## src/abm_pkg.sv

```systemverilog
// Purpose: Shared constants and types for the address break module and its CPU end
// Assumes: 8-bit CPU register bus, 16-bit CPU address bus
// Notes:   Internal bus locations and host word offsets are fixed here only

package abm_pkg;

   // ************************************************************
   // Widths
   // ************************************************************
   localparam int ADDR_W = 16;
   localparam int DATA_W = 8;
   localparam int IRQ_W  = 3;

   // ************************************************************
   // Break unit locations on the CPU internal bus
   // ************************************************************
   localparam logic [15:0] ADR_SCR = 16'hff00;  // break_status_control
   localparam logic [15:0] ADR_BAH = 16'hff01;  // break_address_high
   localparam logic [15:0] ADR_BAL = 16'hff02;  // break_address_low
   localparam logic [15:0] ADR_WST = 16'hff03;  // break_wait_status
   localparam logic [15:0] ADR_FCR = 16'hff04;  // break_flag_control

   // Field positions and reset value of the break unit registers
   localparam int          SCR_ENA_BIT = 7;     // break_match_enable
   localparam int          SCR_ACT_BIT = 6;     // break_active
   localparam int          WST_BW_BIT  = 1;     // break_wait_flag
   localparam int          FCR_CLR_BIT = 7;     // status_clear_in_break_enable
   localparam logic [7:0]  RST_BYTE    = 8'h00;

   // Break vectors taken by the CPU
   localparam logic [15:0] VEC_USER = 16'hfffc;
   localparam logic [15:0] VEC_MON  = 16'hfefc;

   // ************************************************************
   // CPU end registers on AXI4-Lite (byte offsets)
   // ************************************************************
   localparam logic [7:0]  H_CTRL  = 8'h00;
   localparam logic [7:0]  H_ADDR  = 8'h04;
   localparam logic [7:0]  H_STAT  = 8'h08;
   localparam logic [7:0]  H_ISTAT = 8'h0c;
   localparam logic [7:0]  H_IMASK = 8'h10;

   // Control word fields
   localparam int C_GO   = 0;
   localparam int C_WR   = 1;
   localparam int C_PC   = 2;
   localparam int C_WAIT = 3;
   localparam int C_STOP = 4;
   localparam int C_MON  = 5;
   localparam int C_RTI  = 6;

   // Interrupt status fields
   localparam int I_BRK = 0;
   localparam int I_END = 1;
   localparam int I_ACC = 2;

   // AXI responses
   localparam logic [1:0] RESP_OKAY   = 2'b00;
   localparam logic [1:0] RESP_SLVERR = 2'b10;

   // Break unit operating state
   typedef enum logic [1:0] {
      ABM_RUN = 2'b01,
      ABM_BRK = 2'b10
   } abm_state_t;

endpackage

```

## src/abm_if.sv

```systemverilog
// Purpose: Connection between the CPU core and the break unit
// Assumes: All signals change right after ref_clk rising edges
// Notes:   Strobes last one cycle; read data answer one cycle later

`timescale 1ns/1ps

interface abm_if;
   logic [15:0] addr;       // Internal address bus
   logic        pc_fetch;   // Address is a program counter value
   logic        wr_en;      // Register write strobe
   logic        rd_en;      // Register read strobe
   logic [7:0]  wdata;      // Write data
   logic        wait_mode;  // CPU in wait mode
   logic        stop_mode;  // CPU in stop mode
   logic        rti_done;   // Return from break routine executed
   logic [7:0]  rdata;      // Read data
   logic        break_req;  // Breakpoint request to CPU

   modport dev (
      input  addr, pc_fetch, wr_en, rd_en, wdata, wait_mode, stop_mode, rti_done,
      output rdata, break_req
   );
   modport cpu (
      output addr, pc_fetch, wr_en, rd_en, wdata, wait_mode, stop_mode, rti_done,
      input  rdata, break_req
   );
endinterface

```

## src/abm_cpu_end.sv

```systemverilog
// Purpose: CPU core end of the break unit, ordered over AXI4-Lite
// Assumes: One AXI write and one AXI read under way at a time
// Notes:   Takes a break the cycle a request is seen

`timescale 1ns/1ps

module abm_cpu_end
   import abm_pkg::*;
(
   // Clock and reset
   input  wire logic        ref_clk,
   input  wire logic        rst_b,
   // AXI4-Lite write channels
   input  wire logic [7:0]  s_axil_awaddr,
   input  wire logic        s_axil_awvalid,
   output logic             s_axil_awready,
   input  wire logic [31:0] s_axil_wdata,
   input  wire logic [3:0]  s_axil_wstrb,
   input  wire logic        s_axil_wvalid,
   output logic             s_axil_wready,
   output logic [1:0]       s_axil_bresp,
   output logic             s_axil_bvalid,
   input  wire logic        s_axil_bready,
   // AXI4-Lite read channels
   input  wire logic [7:0]  s_axil_araddr,
   input  wire logic        s_axil_arvalid,
   output logic             s_axil_arready,
   output logic [31:0]      s_axil_rdata,
   output logic [1:0]       s_axil_rresp,
   output logic             s_axil_rvalid,
   input  wire logic        s_axil_rready,
   // Break unit connection
   abm_if.cpu               brk,
   // Interrupt
   output logic             irq_q
);

   // ************************************************************
   // Helpers
   // ************************************************************

   // Byte-lane merge of a write into a word
   function automatic logic [31:0] merge(input logic [31:0] old, input logic [31:0] nw,
                                         input logic [3:0] stb);
      logic [31:0] r;
      r = old;
      for (int i = 0; i < 4; i++) begin
         if (stb[i]) r[8*i +: 8] = nw[8*i +: 8];
      end
      return r;
   endfunction

   // ************************************************************
   // State
   // ************************************************************
   logic [7:0]  aw_adr_q;
   logic        aw_full_q;
   logic [31:0] w_dat_q;
   logic [3:0]  w_stb_q;
   logic        w_full_q;
   logic [31:0] ctrl_q;
   logic [31:0] addr_q;
   logic [7:0]  rd_q;
   logic        rd_pend_q;
   logic [15:0] vec_q;
   logic        in_brk_q;
   logic        wx_q;
   logic [2:0]  ist_q;
   logic [2:0]  imask_q;

   // ************************************************************
   // Decode
   // ************************************************************
   wire         wr_go   = aw_full_q & w_full_q & ~s_axil_bvalid;
   wire         wr_ctrl = wr_go & (aw_adr_q == H_CTRL);
   wire         wr_addr = wr_go & (aw_adr_q == H_ADDR);
   wire         wr_ist  = wr_go & (aw_adr_q == H_ISTAT);
   wire         wr_imsk = wr_go & (aw_adr_q == H_IMASK);
   wire         wr_map  = wr_ctrl | wr_addr | wr_ist | wr_imsk | (aw_adr_q == H_STAT);
   wire [31:0]  cw      = merge(32'h0, w_dat_q, w_stb_q);
   wire [31:0]  ctrl_w  = merge(ctrl_q, w_dat_q, w_stb_q);
   wire         go      = wr_ctrl & cw[C_GO];
   wire         return_from_interrupt_instr     = wr_ctrl & cw[C_RTI] & in_brk_q;
   wire         take    = brk.break_req & ~in_brk_q;

   // Interrupt events, set wins over a one-to-clear write
   wire [2:0]   ev    = {(go & (ctrl_w[C_WR] | ctrl_w[C_PC])) | rd_pend_q, return_from_interrupt_instr, take};
   wire [2:0]   w1c   = wr_ist ? cw[2:0] : 3'h0;
   wire [2:0]   ist_d = (ist_q & ~w1c) | ev;

   // Read select
   wire [31:0]  stat_rd = {vec_q, 5'h00, wx_q, in_brk_q, 1'b0, rd_q};
   wire         rd_map  = (s_axil_araddr == H_CTRL) | (s_axil_araddr == H_ADDR) |
                          (s_axil_araddr == H_STAT) | (s_axil_araddr == H_ISTAT) |
                          (s_axil_araddr == H_IMASK);
   wire [31:0]  rd_mux  = (s_axil_araddr == H_CTRL)  ? ctrl_q :
                          (s_axil_araddr == H_ADDR)  ? addr_q :
                          (s_axil_araddr == H_STAT)  ? stat_rd :
                          (s_axil_araddr == H_ISTAT) ? {29'h0, ist_q} :
                          (s_axil_araddr == H_IMASK) ? {29'h0, imask_q} : 32'h0;

   // ************************************************************
   // AXI4-Lite slave
   // ************************************************************
   always_ff @(posedge ref_clk or negedge rst_b) begin
      if (!rst_b) begin
         aw_adr_q <= 8'h00; aw_full_q <= 1'b0; s_axil_awready <= 1'b1;
         w_dat_q <= 32'h0; w_stb_q <= 4'h0; w_full_q <= 1'b0; s_axil_wready <= 1'b1;
         s_axil_bvalid <= 1'b0; s_axil_bresp <= RESP_OKAY;
         s_axil_arready <= 1'b1; s_axil_rvalid <= 1'b0;
         s_axil_rdata <= 32'h0; s_axil_rresp <= RESP_OKAY;
      end else begin
         if (s_axil_awvalid && s_axil_awready) begin
            aw_adr_q <= s_axil_awaddr; aw_full_q <= 1'b1; s_axil_awready <= 1'b0;
         end
         if (s_axil_wvalid && s_axil_wready) begin
            w_dat_q <= s_axil_wdata; w_stb_q <= s_axil_wstrb;
            w_full_q <= 1'b1; s_axil_wready <= 1'b0;
         end
         if (wr_go) begin
            aw_full_q <= 1'b0; w_full_q <= 1'b0; s_axil_bvalid <= 1'b1;
            s_axil_bresp <= wr_map ? RESP_OKAY : RESP_SLVERR;
         end
         if (s_axil_bvalid && s_axil_bready) begin
            s_axil_bvalid <= 1'b0; s_axil_awready <= 1'b1; s_axil_wready <= 1'b1;
         end
         if (s_axil_arvalid && s_axil_arready) begin
            s_axil_arready <= 1'b0; s_axil_rvalid <= 1'b1; s_axil_rdata <= rd_mux;
            s_axil_rresp <= rd_map ? RESP_OKAY : RESP_SLVERR;
         end
         if (s_axil_rvalid && s_axil_rready) begin
            s_axil_rvalid <= 1'b0; s_axil_arready <= 1'b1;
         end
      end
   end

   // ************************************************************
   // Core behaviour toward the break unit
   // ************************************************************
   always_ff @(posedge ref_clk or negedge rst_b) begin
      if (!rst_b) begin
         ctrl_q <= 32'h0; addr_q <= 32'h0; rd_q <= 8'h00; rd_pend_q <= 1'b0;
         vec_q <= 16'h0000; in_brk_q <= 1'b0; wx_q <= 1'b0;
         ist_q <= 3'h0; imask_q <= 3'h0; irq_q <= 1'b0;
         brk.addr <= 16'h0000; brk.wdata <= 8'h00; brk.pc_fetch <= 1'b0;
         brk.wr_en <= 1'b0; brk.rd_en <= 1'b0; brk.rti_done <= 1'b0;
         brk.wait_mode <= 1'b0; brk.stop_mode <= 1'b0;
      end else begin
         // One-cycle bus strobes
         brk.wr_en    <= go & ctrl_w[C_WR];
         brk.pc_fetch <= go & ~ctrl_w[C_WR] & ctrl_w[C_PC];
         brk.rd_en    <= go & ~ctrl_w[C_WR] & ~ctrl_w[C_PC];
         brk.rti_done <= return_from_interrupt_instr;
         rd_pend_q    <= brk.rd_en;
         if (rd_pend_q) rd_q <= brk.rdata;
         if (go) begin
            brk.addr  <= addr_q[15:0];
            brk.wdata <= addr_q[23:16];
         end
         if (wr_addr) addr_q <= merge(addr_q, w_dat_q, w_stb_q);
         if (wr_ctrl) begin
            ctrl_q <= {ctrl_w[31:C_RTI+1], 1'b0, ctrl_w[C_MON:C_GO+1], 1'b0};
            brk.wait_mode <= ctrl_w[C_WAIT];
            brk.stop_mode <= ctrl_w[C_STOP];
         end
         // Break taken at once with the mode's vector
         if (take) begin
            in_brk_q <= 1'b1;
            vec_q    <= ctrl_q[C_MON] ? VEC_MON : VEC_USER;
            wx_q     <= brk.wait_mode;
            brk.wait_mode <= 1'b0;
            ctrl_q[C_WAIT] <= 1'b0;
         end else if (return_from_interrupt_instr) begin
            in_brk_q <= 1'b0;
         end
         ist_q   <= ist_d;
         if (wr_imsk) imask_q <= cw[2:0];
         irq_q   <= |(ist_d & (wr_imsk ? cw[2:0] : imask_q));
      end
   end

endmodule

```

## src/flat_wrapper.sv

```systemverilog
// flat-port wrapper written by rule: the top's interface ports become plain ports
module abm_cpu_end_flat import abm_pkg::*;
  (ref_clk, rst_b, s_axil_awaddr, s_axil_awvalid, s_axil_awready, s_axil_wdata, s_axil_wstrb, s_axil_wvalid, s_axil_wready, s_axil_bresp, s_axil_bvalid, s_axil_bready, s_axil_araddr, s_axil_arvalid, s_axil_arready, s_axil_rdata, s_axil_rresp, s_axil_rvalid, s_axil_rready, irq_q, brk_addr, brk_pc_fetch, brk_wr_en, brk_rd_en, brk_wdata, brk_wait_mode, brk_stop_mode, brk_rti_done, brk_rdata, brk_break_req);
  abm_if brk_i ();
  input  wire logic ref_clk;
  input  wire logic rst_b;
  input  wire logic [7:0] s_axil_awaddr;
  input  wire logic s_axil_awvalid;
  output logic s_axil_awready;
  input  wire logic [31:0] s_axil_wdata;
  input  wire logic [3:0] s_axil_wstrb;
  input  wire logic s_axil_wvalid;
  output logic s_axil_wready;
  output logic [1:0] s_axil_bresp;
  output logic s_axil_bvalid;
  input  wire logic s_axil_bready;
  input  wire logic [7:0] s_axil_araddr;
  input  wire logic s_axil_arvalid;
  output logic s_axil_arready;
  output logic [31:0] s_axil_rdata;
  output logic [1:0] s_axil_rresp;
  output logic s_axil_rvalid;
  input  wire logic s_axil_rready;
  output logic irq_q;
  output wire logic [$bits(brk_i.addr)-1:0] brk_addr;
  output wire logic [$bits(brk_i.pc_fetch)-1:0] brk_pc_fetch;
  output wire logic [$bits(brk_i.wr_en)-1:0] brk_wr_en;
  output wire logic [$bits(brk_i.rd_en)-1:0] brk_rd_en;
  output wire logic [$bits(brk_i.wdata)-1:0] brk_wdata;
  output wire logic [$bits(brk_i.wait_mode)-1:0] brk_wait_mode;
  output wire logic [$bits(brk_i.stop_mode)-1:0] brk_stop_mode;
  output wire logic [$bits(brk_i.rti_done)-1:0] brk_rti_done;
  input wire logic [$bits(brk_i.rdata)-1:0] brk_rdata;
  input wire logic [$bits(brk_i.break_req)-1:0] brk_break_req;
  assign brk_addr = brk_i.addr;
  assign brk_pc_fetch = brk_i.pc_fetch;
  assign brk_wr_en = brk_i.wr_en;
  assign brk_rd_en = brk_i.rd_en;
  assign brk_wdata = brk_i.wdata;
  assign brk_wait_mode = brk_i.wait_mode;
  assign brk_stop_mode = brk_i.stop_mode;
  assign brk_rti_done = brk_i.rti_done;
  assign brk_i.rdata = brk_rdata;
  assign brk_i.break_req = brk_break_req;
  abm_cpu_end u_core (.ref_clk(ref_clk), .rst_b(rst_b), .s_axil_awaddr(s_axil_awaddr), .s_axil_awvalid(s_axil_awvalid), .s_axil_awready(s_axil_awready), .s_axil_wdata(s_axil_wdata), .s_axil_wstrb(s_axil_wstrb), .s_axil_wvalid(s_axil_wvalid), .s_axil_wready(s_axil_wready), .s_axil_bresp(s_axil_bresp), .s_axil_bvalid(s_axil_bvalid), .s_axil_bready(s_axil_bready), .s_axil_araddr(s_axil_araddr), .s_axil_arvalid(s_axil_arvalid), .s_axil_arready(s_axil_arready), .s_axil_rdata(s_axil_rdata), .s_axil_rresp(s_axil_rresp), .s_axil_rvalid(s_axil_rvalid), .s_axil_rready(s_axil_rready), .brk(brk_i), .irq_q(irq_q));
endmodule
```

## config.mk

```make
export PLATFORM = sky130hd
export DESIGN_NAME = abm_cpu_end_flat
export DESIGN_NICKNAME = d
export VERILOG_FILES = /design/src/abm_pkg.sv /design/src/abm_if.sv /design/src/abm_cpu_end.sv /design/src/flat_wrapper.sv
export SDC_FILE = /design/constraint.sdc
export NUM_CORES = 1
export LEC_CHECK = 0
export BUFFER_PORTS_ARGS = -buffer_cell sky130_fd_sc_hd__buf_2
export CAP_MARGIN = 30
export CORE_MARGIN = 2
export CORE_UTILIZATION = 49
export CTS_BUF_LIST = sky130_fd_sc_hd__clkbuf_2 sky130_fd_sc_hd__clkbuf_4 sky130_fd_sc_hd__clkbuf_8
export DETAILED_ROUTE_END_ITERATION = 8
export GPL_TIMING_DRIVEN = 1
export PLACE_DENSITY = 0.79
export SLEW_MARGIN = 40
export SYNTH_ARGS = -nofsm -noshare
export SYNTH_HDL_FRONTEND = slang
export SYNTH_SLANG_ARGS = --single-unit
```

## constraint.sdc

```tcl
create_clock -name ref_clk -period 2.2 [get_ports ref_clk]
set_clock_uncertainty 0.2 [all_clocks]
set_input_delay 0 -clock ref_clk [delete_from_list [all_inputs] [get_ports ref_clk]]
set_output_delay 0 -clock ref_clk [all_outputs]
set_load 0.01 [all_outputs]
```

==> impl_results.md, run 1 <==
* WP buf/inv at 1
* Total power at 9.81 mW
* Slew at the pin closest to its max-slew limit at just over 0.6 ns
* Setup TNS at -3.58 ns
* Final core occ at 0.654
* Worst r2r src: u_core.aw_adr_q[5]
* RSZ-0062 raised after global routing: true
* CP peak stage delay at 0.48 ns
* Dpl hpwl at 12700 microns
* # setup viols final at 33
* Hold_ws at 0.0548 ns
* Vias per cell at 5.45
* Filler Cells Inserted at 1171
* IO Port Bufs at 137
* Post-synthesis instance total at 591
* Synth warnings at 0
* Largest net degree at the start of global routing at 69
* Crit path launch: u_core.aw_adr_q[5]
* Crit Path Max Fanout at 8
* Gpl congestion at between 0.9 and 1
* CP Data Required Time at 2.35 ns
* H-tree levels at 4
* Synth Area per Inst at 13.3 sq um
* Post-synthesis compound-gate area fraction at 0.0790
* Fmax at 429 MHz
* WS Path Type: flip-flop to flip-flop
* Adder-Cell Fraction of Synth Area at 0
* Max-slew violations at 0
* Min-delay worst type: input port to flip-flop
* Post-route cell area at 10300 sq um
* Async SR Flop Fraction at 1.00
* First-pass GRT wire length at 31400 microns
* DRC errors left at 0
* Clock Sinks at 196
* Vias in the first global route at 6077
* Tot GR Track Use at 0.244
* Status: finished with violations
* #FFs+latches synth at between 150 and 200
* Count of nets after finishing at 891
* N_diodes at 0
* Crit-path cells: or3_4 -> or4_4 -> nor3_4 -> buf_12 -> nand2_4 -> mux2_2
* Worst rel slew slack at 0.585
* Placed inst area at 9000 sq um
* Critical path's slowest cell: or4_4
* DP Cell Count at 947
* CTS tree: built
* Final Hold Viols at 0
* Synth unique cells at 49
* RR Endpoint: u_core.addr_q[29]
* Largest family of logic cells by synthesized area: multiplexers
* Syn Std Cell Area at 7850 sq um
* EDFF count, synth at 0
* LEAKAGE at 5.08 nW
* # IOs at 140
* Detail Route Antenna Nets at 0
* Clk slew on worst S/H paths at 0.10 ns
* Post-layout min period at 2.33 ns
* Total CTS buffers at 17
* GRT Residual Overflow at 0
* Clock Root Buffer: clkbuf_8
* Routed vias at 5727
* DRT iter0 DRCs at about 460
* Pre-CTS setup slack at -0.149 ns
* Drt first pass iters at 5
* Most frequent cells in the layout: dfrtp_1, buf_2, mux2_2, dlygate4sd3_1
* Chip width at between 100 and 150 microns
* Critical path endpoint category: flip-flop
* Hold depth at 3
* Clock Latency Late Sink at approximately 0.47 ns
* PD cells at around 950 nW/um^2
* Final cell count without fillers at 1051
* Failing checks: setup timing
* Initial antenna violation count at 0
* Die area at 17100 sq um
* Commonest non-fill, non-tap cell in the layout: dfrtp_1
* Xor/xnor cell area share of the yosys netlist at 0
* WL final at approximately 20000 microns
* Share of cells above drive strength 1 at 0.440
* CP startpoint kind: flip-flop
* Initial Util at 0.498
* Crit path depth at 6
* Core Box Area at 15800 sq um
* Hold worst-path end: u_core.s_axil_rvalid
* Mux share of post-synthesis cell area at 0.200
* P&R area growth vs syn at 31.4%
* Reg-to-reg slack, setup at -0.13 ns
* Post-DR wirelength/cell at 18.7 microns
* Simple-Gate Fraction of Synth Area at 0.0758
* Largest delay share family, worst path: simple AND/OR/NAND/NOR gates
* CP arrival at 2.49 ns
* Max VDD drop at slightly above 0.7 mV
* Primary FF master, synth: dfrtp_1
* Row count at 46
* Clk buf depth at 2
* Min-delay src: s_axil_rready
* Final setup margin at -0.132 ns
* Period utilisation layout at 1.06
* Max-cap violations at 0
* Die Height at 131 microns
* R2R cell count at 6
* Seq/Total Area, Yosys at 0.625
cell usage after synthesis, drive strengths merged (2+ instances only):
cell type | number | area (sq um)
nand2 | 43 | 171
mux2 | 137 | 1540
nor2 | 37 | 139
nor3 | 4 | 31.3
dfrtp | 193 | 4830
nand3 | 7 | 35.0
o21ai | 40 | 200
inv | 8 | 30.0
clkbuf | 16 | 60.1
nor2b | 4 | 25.0
dfstp | 3 | 78.8
or4 | 3 | 26.3
nand4 | 2 | 12.5
mux2i | 3 | 30.0
a221oi | 10 | 87.6
a2111oi | 2 | 36.3
nor4 | 4 | 46.3
a21oi | 34 | 170
a22oi | 9 | 67.6
buf | 11 | 61.3
and4 | 2 | 17.5
or2 | 3 | 21.3
power by group:
part	switching, mW	internal (mW)
Clock	1.24	1.39
Sequential	0.725	4.41
Combinational	0.936	1.11
flip-flops by register name, indices dropped and copies added, names as in the netlist, 2 cells and up:
| register | flops |
|---|---|
| u_core.s_axil_rdata | 32 |
| u_core.aw_adr_q | 8 |
| u_core.addr_q | 32 |
| u_core.w_dat_q | 32 |
| u_core.rd_q | 8 |
| u_core.brk.addr | 16 |
| u_core.ctrl_q | 30 |
| u_core.brk.wdata | 8 |
| u_core.w_stb_q | 4 |
| u_core.ist_q | 3 |
| u_core.imask_q | 3 |
| u_core.vec_q | 2 |
tightest hold or removal path: stages:
cell and delay, ns:
dlygate4sd3_1 0.52, buf_2 0.11, mux2i_1 0.06
worst max path at each step:
stage / slack [ns] / end
CTS: -0.11 / u_core.addr_q[4]
finish: -0.13 / u_core.addr_q[29]
detailed placement: -0.15 / u_core.addr_q[23]
global route: -0.18 / u_core.addr_q[0]
floorplan: -0.04 / u_core.addr_q[23]
global placement: -0.12 / u_core.addr_q[23]
logic make-up after synthesis:
group                  Yosys count
AND/OR/NAND/NOR                117
flip-flops                     196
multiplexers                   140
buffers and inverters           35
other                            1
AO/OA/AOI/OAI                  102
repair_timing:
item,in CTS,in global routing
endpoints found under the setup margin,33,91
gates resized for setup,14,12
pin swaps,2,0
cloned,0,0
endpoints found under the hold margin,291,0
hold buffers,69,0
buffers inserted,4,0
layout make-up:
class,count,area (sq um),share of cell area
sequential,196,4910,0.476
multi-input combinational,361,2940,0.285
timing repair buffer,239,1710,0.166
tap,216,270,0.0262
clock buffer,19,255,0.0247
clock inverter,12,205,0.0199
inverter,8,30.0,0.00291
routing by layer:
layer	wire length, microns	global-route usage	vias up
met5	0	0	-
met4	544	0.111	0
met3	1010	0.0529	49
met2	10100	0.414	213
met1	8020	0.301	2892
li1	-	-	2573
No activity file was read; power rests on OpenSTA's default activity.
==> run 2: changes to the inputs <==
CAP_MARGIN = 0   (was 30)
SKIP_CTS_REPAIR_TIMING = 1   (was not set)
TNS_END_PERCENT = 30   (was not set)
==> run 2 against run 1 <==
  * The run still ends with setup timing left
  * Hold slack got worse by 0.050 ns
  * Clock power down 14%
  * Via count barely moved
  * Combinational power grew 9%
  * Critical path depth stayed put
  * Total power down 2.0%
  * Count of clock-buffer cells in the layout down 1
  * Global-route usage shrank 2.4 points
  * Wire length down 3.0%
  * Cell area up 0.49%
  * Cell count increased by 1.4%
  * First-iteration DRC count up 4.8%
  * Critical endpoint is now u_core.addr_q[2]
==> impl_results.md, run 2 (synthesized netlist as in run 1, its figures left out) <==
* Tot GR Track Use at 0.220
* Crit Path Max Fanout at 8
* DRC errors left at 0
* N_diodes at 0
* CP arrival at around 2.5 ns
* Max-cap violations at 0
* Status: finished with violations
* Min-delay worst type: input port to flip-flop
* Max VDD drop at 0.679 mV
* WL final at roughly 19000 microns
* Slew at the pin closest to its max-slew limit at approximately 0.63 ns
* Largest registers: u_core.addr_q x32, u_core.s_axil_rdata x32, u_core.w_dat_q x32
* Routed vias at 5729
* Most frequent cells in the layout: dfrtp_1, buf_2, mux2_2, dlygate4sd3_1, o21ai_0
* Final cell count without fillers at 1066
* Critical path's slowest cell: or4_4
* LEAKAGE at about 5.1 nW
* Detail Route Antenna Nets at 0
* Initial antenna violation count at 0
* Commonest non-fill, non-tap cell in the layout: dfrtp_1
* Gpl congestion at 0.852
* # IOs at 140
* Clock Root Buffer: clkbuf_8
* Fmax at 422 MHz
* Worst rel slew slack at 0.579
* WP buf/inv at 1
* Critical path endpoint category: flip-flop
* Vias in the first global route at 5696
* Final core occ at 0.658
* Chip width at ~130 microns
* Clock Sinks at 196
* Vias per cell at 5.37
* GRT Residual Overflow at 0
* Initial Util at 0.498
* DP Cell Count at 947
* Crit path depth at 6
* CTS tree: built
* Share of cells above drive strength 1 at 0.427
* Count of nets after finishing at around 900
* Post-layout min period at 2.37 ns
* Final setup margin at -0.171 ns
* Dpl hpwl at 12600 microns
* Die area at 17100 sq um
* Largest delay share family, worst path: simple AND/OR/NAND/NOR gates
* CP peak stage delay at 0.50 ns
* Pre-CTS setup slack at -0.206 ns
* Row count at between 40 and 50
* R2R cell count at 6
* CP startpoint kind: flip-flop
* IO Port Bufs at 137
* Drt first pass iters at 5
* Final Hold Viols at 0
* Failing checks: setup timing
* PD cells at between 900 and 1000 nW/um^2
* WS Path Type: flip-flop to flip-flop
* Placed inst area at between 9000 and 10000 sq um
* P&R area growth vs syn at 32.1%
* # setup viols final at 33
* Clk buf depth at 2
* DRT iter0 DRCs at 483
* Post-route cell area at ~10000 sq um
* RSZ-0062 raised after global routing: true
* Die Height at about 130 microns
* Max-slew violations at 0
* Post-DR wirelength/cell at 17.9 microns
* Period utilisation layout at 1.08
* Clock Latency Late Sink at approximately 0.46 ns
* CP Data Required Time at 2.35 ns
* Largest net degree at the start of global routing at 65
* Hold depth at 4
* Clk slew on worst S/H paths at 0.10 ns
* H-tree levels at 4
* Core Box Area at 15800 sq um
* First-pass GRT wire length at between 20000 and 30000 microns
* Crit-path cells: or3_4 -> or4_4 -> nor3_4 -> buf_12 -> nand2_8 -> mux2_4
* Total CTS buffers at 17
## run 2: changes by cell type in the layout (fill, tap and decap cells not counted), moves of 2 or more
cell,before,now
nand2_1,34,36
clkinv_4,4,2
inv_6,0,7
dlygate4sd3_1,69,85
bufinv_16,5,1
nand2_4,4,2
buf_4,26,24
## run 2: layer usage
layer,GRT usage,vias up,part of all wire
met5,0,-,0
met2,0.371,204,0.52
met4,0.0864,0,0.024
met1,0.282,2889,0.41
met3,0.0444,35,0.051
li1,-,2601,-
## run 2: through the flow
stage          power, mW  hold WS [ns]  setup TNS [ns]
5_1_grt             10.1        0.0561           -6.96
3_5_place_dp        6.93        -0.161           -4.82
2_1_floorplan       6.02        -0.496          -0.588
6_report            9.61       0.00453           -4.96
4_1_cts             9.20        -0.687           -5.51
3_3_place_gp        6.77        -0.177           -2.63
## run 2: path summary, 6_finish.rpt
path	startpoint	slack [ns]	endpoint
min in group asynchronous	rst_b	0.42	u_core.w_dat_q[4]
min	s_axil_araddr[2]	0.005	u_core.s_axil_rdata[2]
max reg2reg	u_core.aw_adr_q[5]	-0.17	u_core.addr_q[2]
max	u_core.aw_adr_q[5]	-0.17	u_core.addr_q[2]
max in group asynchronous	rst_b	0.62	u_core.s_axil_wready
min reg2reg	u_core.brk.rd_en	0.18	u_core.rd_pend_q
## run 2: final cells by class
type | instances | area, sq um
inverters | 8 | 30.0
clock buffers | 18 | 248
clock inverters | 14 | 140
repair buffers | 253 | 1870
flip-flops and latches | 196 | 4910
multi-input cells | 361 | 2910
fillers | 1157 | 5400
well taps | 216 | 270
## run 2: worst register-to-register path: cells and delay by family (launching register included)
family / cells / cell delay [ns]
AND/OR/NAND/NOR: 4 / 1.16
flip-flops: 1 / 0.39
multiplexers: 1 / 0.33
buffers and inverters: 1 / 0.18
## run 2: report_power, final
part           total [mW]  internal (mW)  switching, mW
clock network        2.28          0.961           1.32
registers            5.11           4.40          0.705
logic                2.22           1.30          0.929
